### config.mk
export PLATFORM = sky130hd
export DESIGN_NAME = cdr_ctl
export DESIGN_NICKNAME = d
export VERILOG_FILES = /design/src/common/cdr_pkg.sv /design/src/design/cdr_ctl.sv
export VERILOG_INCLUDE_DIRS = /design/src /design/src/common
export SDC_FILE = /design/constraint.sdc
export NUM_CORES = 1
export LEC_CHECK = 0
export BUFFER_PORTS_ARGS = -buffer_cell sky130_fd_sc_hd__clkbuf_2
export CORE_MARGIN = 2
export CORE_UTILIZATION = 40
export CTS_BUF_LIST = sky130_fd_sc_hd__clkbuf_2
export DETAILED_ROUTE_END_ITERATION = 10
export PLACE_DENSITY = 0.6
export REMOVE_ABC_BUFFERS = 1
export SLEW_MARGIN = 20
export SYNTH_ARGS = -nofsm -noshare
export SYNTH_HDL_FRONTEND = slang
export SYNTH_SLANG_ARGS = --single-unit
### constraint.sdc
create_clock -name clk -period 3.29 [get_ports clk]
set_input_delay 0.1645 -clock clk [delete_from_list [all_inputs] [get_ports clk]]
set_output_delay 0.1645 -clock clk [all_outputs]
set_load 0.05 [all_outputs]
### src/common/cdr_ctl_regs.svh
// Register offsets, field positions and timing counts for the decoder control bank.
// Assumes a 100 MHz system clock and a 4-bit register address.
`ifndef CDR_CTL_REGS_SVH
`define CDR_CTL_REGS_SVH
`define CDR_A_MASK    4'h0
`define CDR_A_CLR     4'h1
`define CDR_A_CHIP    4'h2
`define CDR_A_HIF     4'h3
`define CDR_A_PAGE    4'h4
`define CDR_A_DLA_L   4'h5
`define CDR_A_DLA_H   4'h6
`define CDR_A_DAC_L   4'h7
`define CDR_A_DAC_H   4'h8
`define CDR_A_HAC_L   4'h9
`define CDR_A_HAC_H   4'ha
`define CDR_A_HXC_L   4'hb
`define CDR_A_HXC_H   4'hc
`define CDR_A_XFER    4'hd
`define CDR_A_DEC     4'he
`define CDR_A_RSLT    4'hf
`define CDR_A_STS     4'h0
`define CDR_A_HOST_INTERFACE_STATE  4'h1
`define CDR_CHIP_RST  1
`define CDR_CHIP_SWO  2
`define CDR_CHIP_RPG  3
`define CDR_HIF_CLRR  6
`define CDR_HIF_CLRB  7
`define CDR_XF_HDMA   1
`define CDR_XF_XTC    2
`define CDR_XF_CCE    3
`define CDR_DEC_STOP  7
`define CDR_ST_DEC    0
`define CDR_ST_HCMP   1
`define CDR_ST_OVR    2
`define CDR_ST_CMD    3
`define CDR_ST_HRST   4
`define CDR_ST_RSE    5
`define CDR_ST_TOUT   6
`define CDR_SECTOR_BYTES 12'd2352
`define CDR_CLK_MHZ   100
`define CDR_TOUT_US   40600
`define CDR_TOUT_CYC  (`CDR_TOUT_US * `CDR_CLK_MHZ)
`define CDR_INIT_CYC  3'd4
`define CDR_RSLT_DEPTH 10
`endif

### src/common/cdr_pkg.sv
// Types shared by the decoder control bank.
// Assumes the register header is included where offsets are needed.
package cdr_pkg;
  typedef enum logic [2:0] {
    CDR_IDLE, CDR_MONITOR, CDR_WRITE_ONLY, CDR_REALTIME, CDR_REPEAT, CDR_AUDIO
  } cdr_mode_e;
  typedef struct packed {
    logic       cmd_wr;
    logic       chip_reset;
    logic       result_rd;
    logic [2:0] clr_int;
  } cdr_host_ev_s;
  typedef struct packed {
    logic sync_detect;
    logic sync_insert;
    logic corr_done;
    logic byte_wr;
  } cdr_drive_ev_s;
endpackage

### src/design/cdr_ctl.sv
// Decoder control register bank: interrupts, buffer counters, chip and host control.
// Assumes one 100 MHz clock and a synchronous register port with one-cycle strobes.
`timescale 1ns/1ns
`include "cdr_ctl_regs.svh"
module cdr_ctl #(
  parameter int TOUT_CYC = `CDR_TOUT_CYC,
  parameter int DEPTH    = `CDR_RSLT_DEPTH
) (
  input  wire logic                  clk,
  input  wire logic                  rst_n,
  input  wire logic [3:0]            reg_addr,
  input  wire logic [7:0]            reg_wdata,
  input  wire logic                  reg_wr,
  input  wire logic                  reg_rd,
  output logic      [7:0]            reg_rdata,
  input  wire cdr_pkg::cdr_drive_ev_s drive_ev,
  input  wire logic                  cpu_dma_byte,
  input  wire logic                  host_dma_xfer,
  input  wire logic                  external_terminal_count,
  input  wire cdr_pkg::cdr_host_ev_s host_ev,
  output logic                       irq,
  output logic      [15:0]           buffer_address_bus,
  output logic                       buffer_write_strobe,
  output logic                       drive_write_blocked,
  output logic                       host_dma_active,
  output logic                       sync_window_open,
  output logic                       repeat_correction_go,
  output logic                       init_busy,
  output logic      [2:0]            host_interrupt_state,
  output logic                       host_busy_flag,
  output logic      [7:0]            result_data,
  output logic                       result_fifo_empty
);
  localparam int PW = $clog2(DEPTH);
  logic [6:0]  mask_reg, sts_reg, sts_set;
  logic [7:0]  chip_reg, xfer_reg, dec_reg, page_reg;
  logic [15:0] dla_reg, dac_reg, hac_reg, hxc_reg;
  logic [2:0]  init_cnt;
  logic        init_host;
  logic [11:0] gap_cnt;
  logic [22:0] tout_cnt;
  cdr_pkg::cdr_mode_e mode, mode_q;
  logic [7:0]  fifo [DEPTH];
  logic [PW-1:0] wp, rp;
  logic [PW:0] cnt;
  logic        wr_hit;
  logic        sync_ev, short_gap, tout_mode, stop_mode;
  logic        drv_ok, hx_tc, xtc_end, rd_ok;

  function automatic logic hit(input logic [3:0] a);
    hit = reg_wr && reg_addr == a;
  endfunction

  assign mode = cdr_pkg::cdr_mode_e'(dec_reg[2:0]);
  assign init_busy = init_cnt != 3'd0;
  assign sync_window_open = chip_reg[`CDR_CHIP_SWO];
  assign host_dma_active = xfer_reg[`CDR_XF_HDMA];
  assign tout_mode = mode inside {cdr_pkg::CDR_MONITOR, cdr_pkg::CDR_WRITE_ONLY, cdr_pkg::CDR_REALTIME};
  assign stop_mode = mode inside {cdr_pkg::CDR_WRITE_ONLY, cdr_pkg::CDR_REALTIME, cdr_pkg::CDR_AUDIO};
  assign sync_ev = drive_ev.sync_detect | drive_ev.sync_insert;
  assign short_gap = sync_window_open && gap_cnt < `CDR_SECTOR_BYTES;
  assign drv_ok = drive_ev.byte_wr && !drive_write_blocked && !init_busy;
  assign hx_tc = host_dma_xfer && host_dma_active && xfer_reg[`CDR_XF_CCE] && hxc_reg == 16'h0001;
  assign xtc_end = external_terminal_count && host_dma_active && xfer_reg[`CDR_XF_XTC];
  assign rd_ok = host_ev.result_rd && cnt != '0;
  assign result_fifo_empty = cnt == '0;
  assign wr_hit = reg_wr && reg_addr == `CDR_A_RSLT && cnt != (PW+1)'(DEPTH);

  // Soft or host reset sequence
  always_ff @(posedge clk or negedge rst_n) begin
    if (!rst_n) begin
      init_cnt  <= 3'd0;
      init_host <= 1'b0;
    end else if (host_ev.chip_reset) begin
      init_cnt  <= `CDR_INIT_CYC;
      init_host <= 1'b1;
    end else if (hit(`CDR_A_CHIP) && reg_wdata[`CDR_CHIP_RST] && !init_busy) begin
      init_cnt  <= `CDR_INIT_CYC;
      init_host <= 1'b0;
    end else if (init_busy) begin
      init_cnt <= init_cnt - 3'd1;
    end
  end

  // Status set terms, independent of mask
  always_comb begin
    sts_set = '0;
    sts_set[`CDR_ST_DEC] = (sync_ev && tout_mode && !short_gap)
                         || (drive_ev.corr_done && mode == cdr_pkg::CDR_REPEAT);
    sts_set[`CDR_ST_HCMP] = hx_tc || xtc_end;
    sts_set[`CDR_ST_OVR] = drv_ok && dac_reg == dla_reg
                         && ((stop_mode && dec_reg[`CDR_DEC_STOP]) || mode == cdr_pkg::CDR_AUDIO);
    sts_set[`CDR_ST_CMD] = host_ev.cmd_wr;
    sts_set[`CDR_ST_HRST] = init_cnt == 3'd1 && init_host;
    sts_set[`CDR_ST_RSE] = rd_ok && cnt == (PW+1)'(1) && !wr_hit;
    sts_set[`CDR_ST_TOUT] = tout_mode && tout_cnt == 23'd1 && !sync_ev;
  end

  // Interrupt status; set wins over clear
  always_ff @(posedge clk or negedge rst_n) begin
    if (!rst_n) begin
      sts_reg <= '0;
    end else begin
      sts_reg <= ((init_busy ? 7'h00 : sts_reg)
                 & ~(hit(`CDR_A_CLR) ? reg_wdata[6:0] : 7'h00)) | sts_set;
    end
  end

  assign irq = |(sts_reg & mask_reg);

  // Plain control registers
  always_ff @(posedge clk or negedge rst_n) begin
    if (!rst_n) begin
      mask_reg <= '0;
      page_reg <= '0;
      dec_reg  <= '0;
      dla_reg  <= '0;
      chip_reg <= '0;
    end else begin
      if (hit(`CDR_A_MASK))
        mask_reg <= reg_wdata[6:0];
      if (hit(`CDR_A_PAGE))
        page_reg <= reg_wdata & 8'h80;
      if (init_busy)
        dec_reg <= '0;
      else if (hit(`CDR_A_DEC))
        dec_reg <= reg_wdata;
      if (hit(`CDR_A_DLA_L))
        dla_reg[7:0] <= reg_wdata;
      if (hit(`CDR_A_DLA_H))
        dla_reg[15:8] <= reg_wdata;
      if (init_busy) begin
        chip_reg <= '0;
      end else if (hit(`CDR_A_CHIP)) begin
        chip_reg <= reg_wdata & 8'h0d;
      end else if (mode == cdr_pkg::CDR_REPEAT) begin
        chip_reg[`CDR_CHIP_RPG] <= 1'b0;
      end
    end
  end

  assign repeat_correction_go = chip_reg[`CDR_CHIP_RPG] && mode == cdr_pkg::CDR_REPEAT;

  // Drive write counter and stop-at-last-address
  always_ff @(posedge clk or negedge rst_n) begin
    if (!rst_n) begin
      dac_reg <= '0;
      drive_write_blocked <= 1'b0;
    end else if (init_busy) begin
      dac_reg <= '0;
      drive_write_blocked <= 1'b0;
    end else begin
      if (hit(`CDR_A_DAC_L))
        dac_reg[7:0] <= reg_wdata;
      else if (hit(`CDR_A_DAC_H))
        dac_reg[15:8] <= reg_wdata;
      else if (drv_ok || cpu_dma_byte)
        dac_reg <= dac_reg + 16'h0001;
      if (hit(`CDR_A_DEC))
        drive_write_blocked <= 1'b0;
      else if (drv_ok && dac_reg == dla_reg && stop_mode && dec_reg[`CDR_DEC_STOP])
        drive_write_blocked <= 1'b1;
    end
  end

  // Host DMA counters and enable
  always_ff @(posedge clk or negedge rst_n) begin
    if (!rst_n) begin
      hac_reg  <= '0;
      hxc_reg  <= '0;
      xfer_reg <= '0;
    end else if (init_busy) begin
      hac_reg  <= '0;
      hxc_reg  <= '0;
      xfer_reg <= '0;
    end else begin
      if (hit(`CDR_A_HAC_L))
        hac_reg[7:0] <= reg_wdata;
      else if (hit(`CDR_A_HAC_H))
        hac_reg[15:8] <= reg_wdata;
      else if (host_dma_xfer && host_dma_active)
        hac_reg <= hac_reg + 16'h0001;
      if (hit(`CDR_A_HXC_L))
        hxc_reg[7:0] <= reg_wdata;
      else if (hit(`CDR_A_HXC_H))
        hxc_reg[15:8] <= reg_wdata;
      else if (host_dma_xfer && host_dma_active)
        hxc_reg <= hxc_reg - 16'h0001;
      if (hx_tc || xtc_end)
        xfer_reg[`CDR_XF_HDMA] <= 1'b0;
      else if (hit(`CDR_A_XFER))
        xfer_reg <= reg_wdata & 8'h7f;
    end
  end

  // Buffer address output, one cycle after the access
  always_ff @(posedge clk or negedge rst_n) begin
    if (!rst_n) begin
      buffer_address_bus  <= '0;
      buffer_write_strobe <= 1'b0;
    end else begin
      buffer_write_strobe <= drv_ok;
      if (host_dma_xfer && host_dma_active)
        buffer_address_bus <= hac_reg;
      else if (drv_ok || cpu_dma_byte)
        buffer_address_bus <= dac_reg;
    end
  end

  // Sync spacing and decoder timeout
  always_ff @(posedge clk or negedge rst_n) begin
    if (!rst_n) begin
      gap_cnt  <= '0;
      tout_cnt <= '0;
      mode_q   <= cdr_pkg::CDR_IDLE;
    end else begin
      mode_q <= mode;
      if (sync_ev)
        gap_cnt <= '0;
      else if (drv_ok && gap_cnt != 12'hfff)
        gap_cnt <= gap_cnt + 12'd1;
      if (!tout_mode || sync_ev)
        tout_cnt <= '0;
      else if (mode != mode_q)
        tout_cnt <= 23'(TOUT_CYC);
      else if (tout_cnt != '0)
        tout_cnt <= tout_cnt - 23'd1;
    end
  end

  // Host interrupt flags and busy; set wins
  always_ff @(posedge clk or negedge rst_n) begin
    if (!rst_n) begin
      host_interrupt_state <= '0;
      host_busy_flag <= 1'b0;
    end else if (init_busy) begin
      host_interrupt_state <= '0;
      host_busy_flag <= 1'b0;
    end else begin
      host_interrupt_state <= (host_interrupt_state & ~host_ev.clr_int)
                            | (hit(`CDR_A_HIF) ? reg_wdata[2:0] : 3'h0);
      if (host_ev.cmd_wr)
        host_busy_flag <= 1'b1;
      else if (hit(`CDR_A_HIF) && reg_wdata[`CDR_HIF_CLRB])
        host_busy_flag <= 1'b0;
    end
  end

  // Result FIFO
  always_ff @(posedge clk) begin
    if (wr_hit)
      fifo[wp] <= reg_wdata;
  end

  always_ff @(posedge clk or negedge rst_n) begin
    if (!rst_n) begin
      wp <= '0;
      rp <= '0;
      cnt <= '0;
      result_data <= '0;
    end else if (init_busy || (hit(`CDR_A_HIF) && reg_wdata[`CDR_HIF_CLRR])) begin
      wp <= '0;
      rp <= '0;
      cnt <= '0;
    end else begin
      if (wr_hit)
        wp <= (wp == PW'(DEPTH - 1)) ? '0 : wp + PW'(1);
      if (rd_ok) begin
        rp <= (rp == PW'(DEPTH - 1)) ? '0 : rp + PW'(1);
        result_data <= fifo[rp];
      end
      cnt <= cnt + (PW+1)'(wr_hit) - (PW+1)'(rd_ok);
    end
  end

  // Register read port, data one cycle after the strobe
  always_ff @(posedge clk or negedge rst_n) begin
    if (!rst_n) begin
      reg_rdata <= '0;
    end else if (reg_rd) begin
      unique case (reg_addr)
        `CDR_A_STS:    reg_rdata <= {1'b0, sts_reg};
        `CDR_A_HOST_INTERFACE_STATE: reg_rdata <= {host_busy_flag, result_fifo_empty,
                                     cnt != (PW+1)'(DEPTH), 2'b00, host_interrupt_state};
        `CDR_A_CHIP:   reg_rdata <= chip_reg | {6'h00, init_busy, 1'b0};
        `CDR_A_PAGE:   reg_rdata <= page_reg;
        `CDR_A_DLA_L:  reg_rdata <= dla_reg[7:0];
        `CDR_A_DLA_H:  reg_rdata <= dla_reg[15:8];
        `CDR_A_DAC_L:  reg_rdata <= dac_reg[7:0];
        `CDR_A_DAC_H:  reg_rdata <= dac_reg[15:8];
        `CDR_A_HAC_L:  reg_rdata <= hac_reg[7:0];
        `CDR_A_HAC_H:  reg_rdata <= hac_reg[15:8];
        `CDR_A_HXC_L:  reg_rdata <= hxc_reg[7:0];
        `CDR_A_HXC_H:  reg_rdata <= hxc_reg[15:8];
        `CDR_A_XFER:   reg_rdata <= xfer_reg;
        `CDR_A_DEC:    reg_rdata <= dec_reg;
        default:       reg_rdata <= 8'h00;
      endcase
    end
  end
endmodule

; Word level (Yosys, flattened, before mapping)
; Memories as Yosys holds them, arrays and structs flattened. A register that Yosys moved wholly into a read port is not among the register bits.
; Index checks and enable logic that the tools add are counted.
[word_totals]
reg_bits = 188
latchBits = 0
ramBits = 80
rom_bits = 0
output_inout_bits = 44
wordCells = 245
n_memories = 1
[mem_list]
columns = memory, words, word_bits, rd, rd_clocked_by_memory_dff, write_ports, line_no
row1 = fifo, 10, 8, 1, 1, 1, cdr_ctl.sv:43  ; logic [7:0] fifo [DEPTH];
[op_classes]
n_addsub = 10
n_mul = 0
div = 0
order_cmp = 1
n_eq_ne = 37
n_shift = 0
n_mux = 62
bitwise = 10
n_reduce_logical = 94
[ops]
columns = op, count
row1 = $mux W8, 17
row2 = $mux W16, 8
row3 = $pmux W8 S14, 1
row4 = $mux W23, 3
row5 = $logic_and A1 B1 Y1, 45
row6 = $reduce_bool A3 Y1, 15
row7 = $eq A4 B4 Y1 const B, 10
row8 = $add A16 B1 Y16 const B, 2
row9 = $mux W4, 7
row10 = $mux W12, 2
row11 = $eq A23 B1 Y1 const B, 1
row12 = $reduce_bool A23 Y1, 1
row13 = $sub A23 B1 Y23 const B, 1
row14 = $mux W3, 6
row15 = $eq A16 B1 Y1 const B, 1
row16 = $eq A16 B16 Y1, 1
row17 = $eq A4 B3 Y1 const B, 4
row18 = $reduce_and A2 Y1, 8
row19 = $reduce_bool A2 Y1, 8
row20 = $sub A16 B1 Y16 const B, 1
row21 = $and A7 B7 Y7, 2
row22 = $mux W1, 14
row23 = $mux W7, 2
row24 = $add A12 B1 Y12 const B, 1
row25 = other kinds (32), 53

; Logic depth before layout (Yosys ltp)
[depth]
word_depth = 9
ltp_mapped = 16
ltp_nobuf = 15

; Worst setup path after synthesis
; No wires, ideal clock.
[synth_timing]
path_type = reg-to-reg
from = reg cnt[2]
to = reg cnt[4]
setup_ps = 78
t_arrival_ps = 4251
t_required_ps = 3212
setup_slack_ps = -1040
path_stages_with_launch = 17
n_path_buf = 1
synth_period_minus_slack_ps = 4330
cell_sequence = dfrtp_1 -> inv_1 -> ha_1 -> nor4b_1 -> nand2b_1 -> clkbuf_1 -> inv_1 -> ha_1 -> inv_1 -> ha_1 -> inv_1 -> fa_1 -> inv_1 -> a21oi_1 -> nor2_1 -> or3_1 -> a21oi_1
[synth_via]
elab_chain_len = 5
[synth_lines]
columns = element, line_no
row1 = "start, declared", cdr_ctl.sv:45  ; logic [PW:0] cnt;
row2 = "start signal, assigned", cdr_ctl.sv:272  ; cnt <= cnt + (PW+1)'(wr_hit) - (PW+1)'(rd_ok);
row3 = $ne A5 B4 Y1, cdr_ctl.sv:67  ; assign wr_hit = reg_wr && reg_addr == `CDR_A_RSLT && cnt != (PW+1)'(DEPTH);
row4 = $logic_and A1 B1 Y1, cdr_ctl.sv:67
row5 = $add A5 B1 Y5, cdr_ctl.sv:272
row6 = $sub A5 B1 Y5 *, cdr_ctl.sv:272
row7 = $mux W5 *, cdr_ctl.sv:261  ; end else if (init_busy || (hit(`CDR_A_HIF) && reg_wdata[`CDR_HIF_CLRR])) begin
; Every way passes the cells marked *; elsewhere a longest branch is shown, timed or not.
; A chain may end at the register's enable or synchronous reset.

; Worst setup path in the final report
[layout_timing]
from = reg init_cnt[0]
to = out init_busy
[layout_via]
elab_chain_len = 1
[layout_lines]
columns = element, line_no
row1 = "start, declared", cdr_ctl.sv:38  ; logic [2:0] init_cnt;
row2 = "start signal, assigned", cdr_ctl.sv:75  ; init_cnt <= `CDR_INIT_CYC;
row3 = "start signal, assigned", cdr_ctl.sv:78  ; init_cnt <= `CDR_INIT_CYC;
row4 = "start signal, assigned", cdr_ctl.sv:81  ; init_cnt <= init_cnt - 3'd1;
row5 = $reduce_bool A3 Y1, cdr_ctl.sv:55  ; assign init_busy = init_cnt != 3'd0;
row6 = "end, declared", cdr_ctl.sv:28  ; output logic init_busy,
; Every way passes these cells.

==> metrics <==
Rel. slew slack 40.31%; Area growth syn-to-layout 15.57%; Setup WS pre-CTS 0.4975 ns; Primary FF master, synth dfrtp_1; Post-Synthesis Cells 1359; top flop regs fifo x80, tout_cnt x23; Ys Warns 0; Final Skew between 0.09 and 0.1 ns; Min-Delay Endpoint sts_reg[5]; max-slew violation count 0; IO Port Bufs 72; core area 0.03463 mm2; CTS tree yes; First DRT Iteration DRCs 1232; static leakage 6.689 nW; CP Cell Sequence inv_1 -> ha_1 -> nor2b_4 -> inv_1 -> buf_6 -> buf_4 -> clkbuf_2; most frequent cell after synthesis dfrtp_1; Design Area, Final 0.01628 mm2; PD cells 492.2 mW/mm2; synth top area cells dfrtp_1, edfxtp_1, nand2_1; initial core utilization 40.68%; Placed Instance Area roughly 0.015 mm2; CP Max Fanout 19; Clock transition at path regs 0.11 ns; peak supply drop 0.3849 mV; Root Driver clkbuf_2; CTS Sinks 270; antenna violations before repair 2; drt pass-1 iters 5; DIE WIDTH 191.7 um; Distinct cells, synth 79; reg2reg path depth 15; register area share after synthesis 50.81%; Die ar. approximately 0.037 mm2; ys async rst share 70.37%; RSZ-0062 raised after global routing no; most frequent cells after synthesis dfrtp_1, nand2_1, o21ai_0, nor2_1, a21oi_1; Ports 73; Worst-Margin Slew 0.8953 ns; leading area contributor after synthesis dfrtp_1; Max Cap Viol 0; Worst Hold Depth 4; synthesized flop and latch total 270; hold path startpoint host_ev[3]; Nets 1553; Avg Cell Area, Syn 10.36 um2; number of global-route vias before repair 11620; site row count 68; crit path buf inv count 5; Sw Share 32.14%; slack of the worst reg-to-reg path 0.48 ns; crit path kind reg2out; via count approximately 12000; global-route wire length before repair around 67 mm; Vert. Die Dim 191.7 um; crit end category output port; CP delay by family, top buffers and inverters; combinational power share between 10% and 20%; RR Startpoint cnt[2]; Routed Antenna Nets 0; P_sw between 2 and 3 mW; post-DP HPWL 27.80 mm; vias per inst 5.780; Hold Crit Class in2reg; Post-synth EDFFs 80; Period minus WS final 3.080 ns; sequential power share roughly 47%; status completed; Netlist Area Pre-Place 0.01409 mm2; startpoint types register; max reg flops 80; Critical Path AT around 2.9 ns; R2R Path End cnt[4]; P_int 5.437 mW; Max Freq between 300 and 400 MHz; gr ovfl total 0; FILL cells 3249; Clock power frac 35.7%; Design Power between 8 and 9 mW; GRT Resource Usage Total 23.97%; CP max stage cell dfrtp_1; Data required, critical path 3.13 ns; setup ws final 0.2103 ns; met1 WL 18.73 mm; CP dominant cell by count inv_1; final period utilization between 90% and 100%; Final Hold Viols 0; wire per inst 21.27 um; Residual DRC 0; hold_ws 0.1217 ns; Slowest Stage Delay on Critical Path 0.38 ns; Final Setup Violations 0; final wirelength 42.86 mm; cts bufs inserted 75; pin count of the biggest net entering global routing 78; Reg with most FFs fifo; top-area cell type share of the netlist area ~34%; top routing layer used met4; GPL Wtd Cong about 0.92; wire length on met3 3.112 mm; layout cells sized above 1 19.38%; CTS HTree Levels 3; Clock Latency Late Sink 0.97 ns; Setup Fix Bufs, Post-CTS 0; Setup TNS 0 ns; met2 WL post-DR 19.78 mm; maximum clock path buffer count 3
-- worst max-delay path by stage --
stage	slack [ns]	cells past startpoint	endpoint	start
CTS	0.07	7	init_busy	init_cnt[0]
finish	0.21	7	init_busy	init_cnt[0]
detailed placement	0.50	14	cnt[4]	reg_addr[3]
global placement	0.53	14	cnt[4]	reg_addr[2]
floorplan	-1.40	8	result_data[0]	init_cnt[0]
global route	0.05	7	init_busy	init_cnt[0]
-- through the flow --
step	std cells	util [%]
after floorplan	1269	-
after global placement	1839	43.36
after detailed placement	1839	43.36
after CTS	2013	46.99
after global routing	2015	47.01
final	2015	47.01
-- worst register-to-register path: stages (launching register included) --
cell and delay, ns:
dfrtp_1 0.36, inv_1 0.08, ha_1 0.20, nand4bb_1 0.14, and3_1 0.23, clkinv_1 0.20
ha_1 0.33, inv_1 0.04, ha_1 0.18, inv_1 0.07, fa_1 0.20, inv_1 0.05
a21oi_1 0.13, nor2_1 0.06, or3_1 0.34, a21oi_1 0.15
-- timing repair --
action,in CTS,in global routing
setup endpoints to repair,0,1
endpoints found under the hold margin,403,0
hold buffers,43,0
resized for setup,0,1
-- placed cells by master, fill, tap and decap left out, types with 12 or more instances in the layout --
cell type and n:
nor2b_1 14, a31oi_1 16, buf_4 41, dlygate4sd3_1 42, nand3b_1 12, mux2i_1 44, mux2_2 35, xor2_1 27
xnor2_1 32, nand4_1 14, o211ai_1 13, edfxtp_1 80, a22oi_1 15, nor3_1 37, a21oi_1 83, nand2b_1 16
nand2_1 126, o21ai_0 92, dfrtp_1 190, mux4_2 16, nand3_1 47, nor2_1 91, inv_1 26, ha_1 19
or3_1 29, clkbuf_2 171, nor4_1 22, clkinv_1 22
-- cell type report --
cell class	count	area [um2]	share of cell area (%)
antenna	2	5.005	0.03074
clock buffer	100	500.5	3.074
clock inverter	31	309.0	1.898
inverter	29	108.9	0.6687
multi-input combinational	970	6474	39.77
sequential	270	7157	43.96
tap	455	569.3	3.497
timing repair buffer	158	1156	7.102
-- per-layer routing --
metal / vias to the layer above / global-route usage (%)
met5: - / 0
li1: 5380 / -
met2: 489 / 37.20
met1: 5692 / 32.67
met3: 86 / 5.500
met4: 0 / 9.112
-- kinds of logic (layout without fill, tap and decap cells) --
kind of cell / after synthesis / in the layout / synth area share [%]
AO/OA/AOI/OAI: 322 / 322 / 14.60
XOR/XNOR: 59 / 59 / 3.669
adder cells (fa/ha/maj): 20 / 20 / 1.830
buffers and inverters: 119 / 318 / 3.287
flip-flops: 270 / 270 / 50.81
multiplexers: 95 / 95 / 8.483
other: 0 / 2 / 0
AND/OR/NAND/NOR: 474 / 474 / 17.32
-- power groups by stage --
stage          clock, mW  sequential, mW  combinational [mW]
2_1_floorplan          0            3.99               0.637
3_3_place_gp           0            3.83                1.31
3_5_place_dp           0            3.83                1.32
4_1_cts             2.95            3.76                1.37
5_1_grt             3.14            3.79                1.49
6_report            2.86            3.77                1.38
No activity file was read; power rests on OpenSTA's default activity.
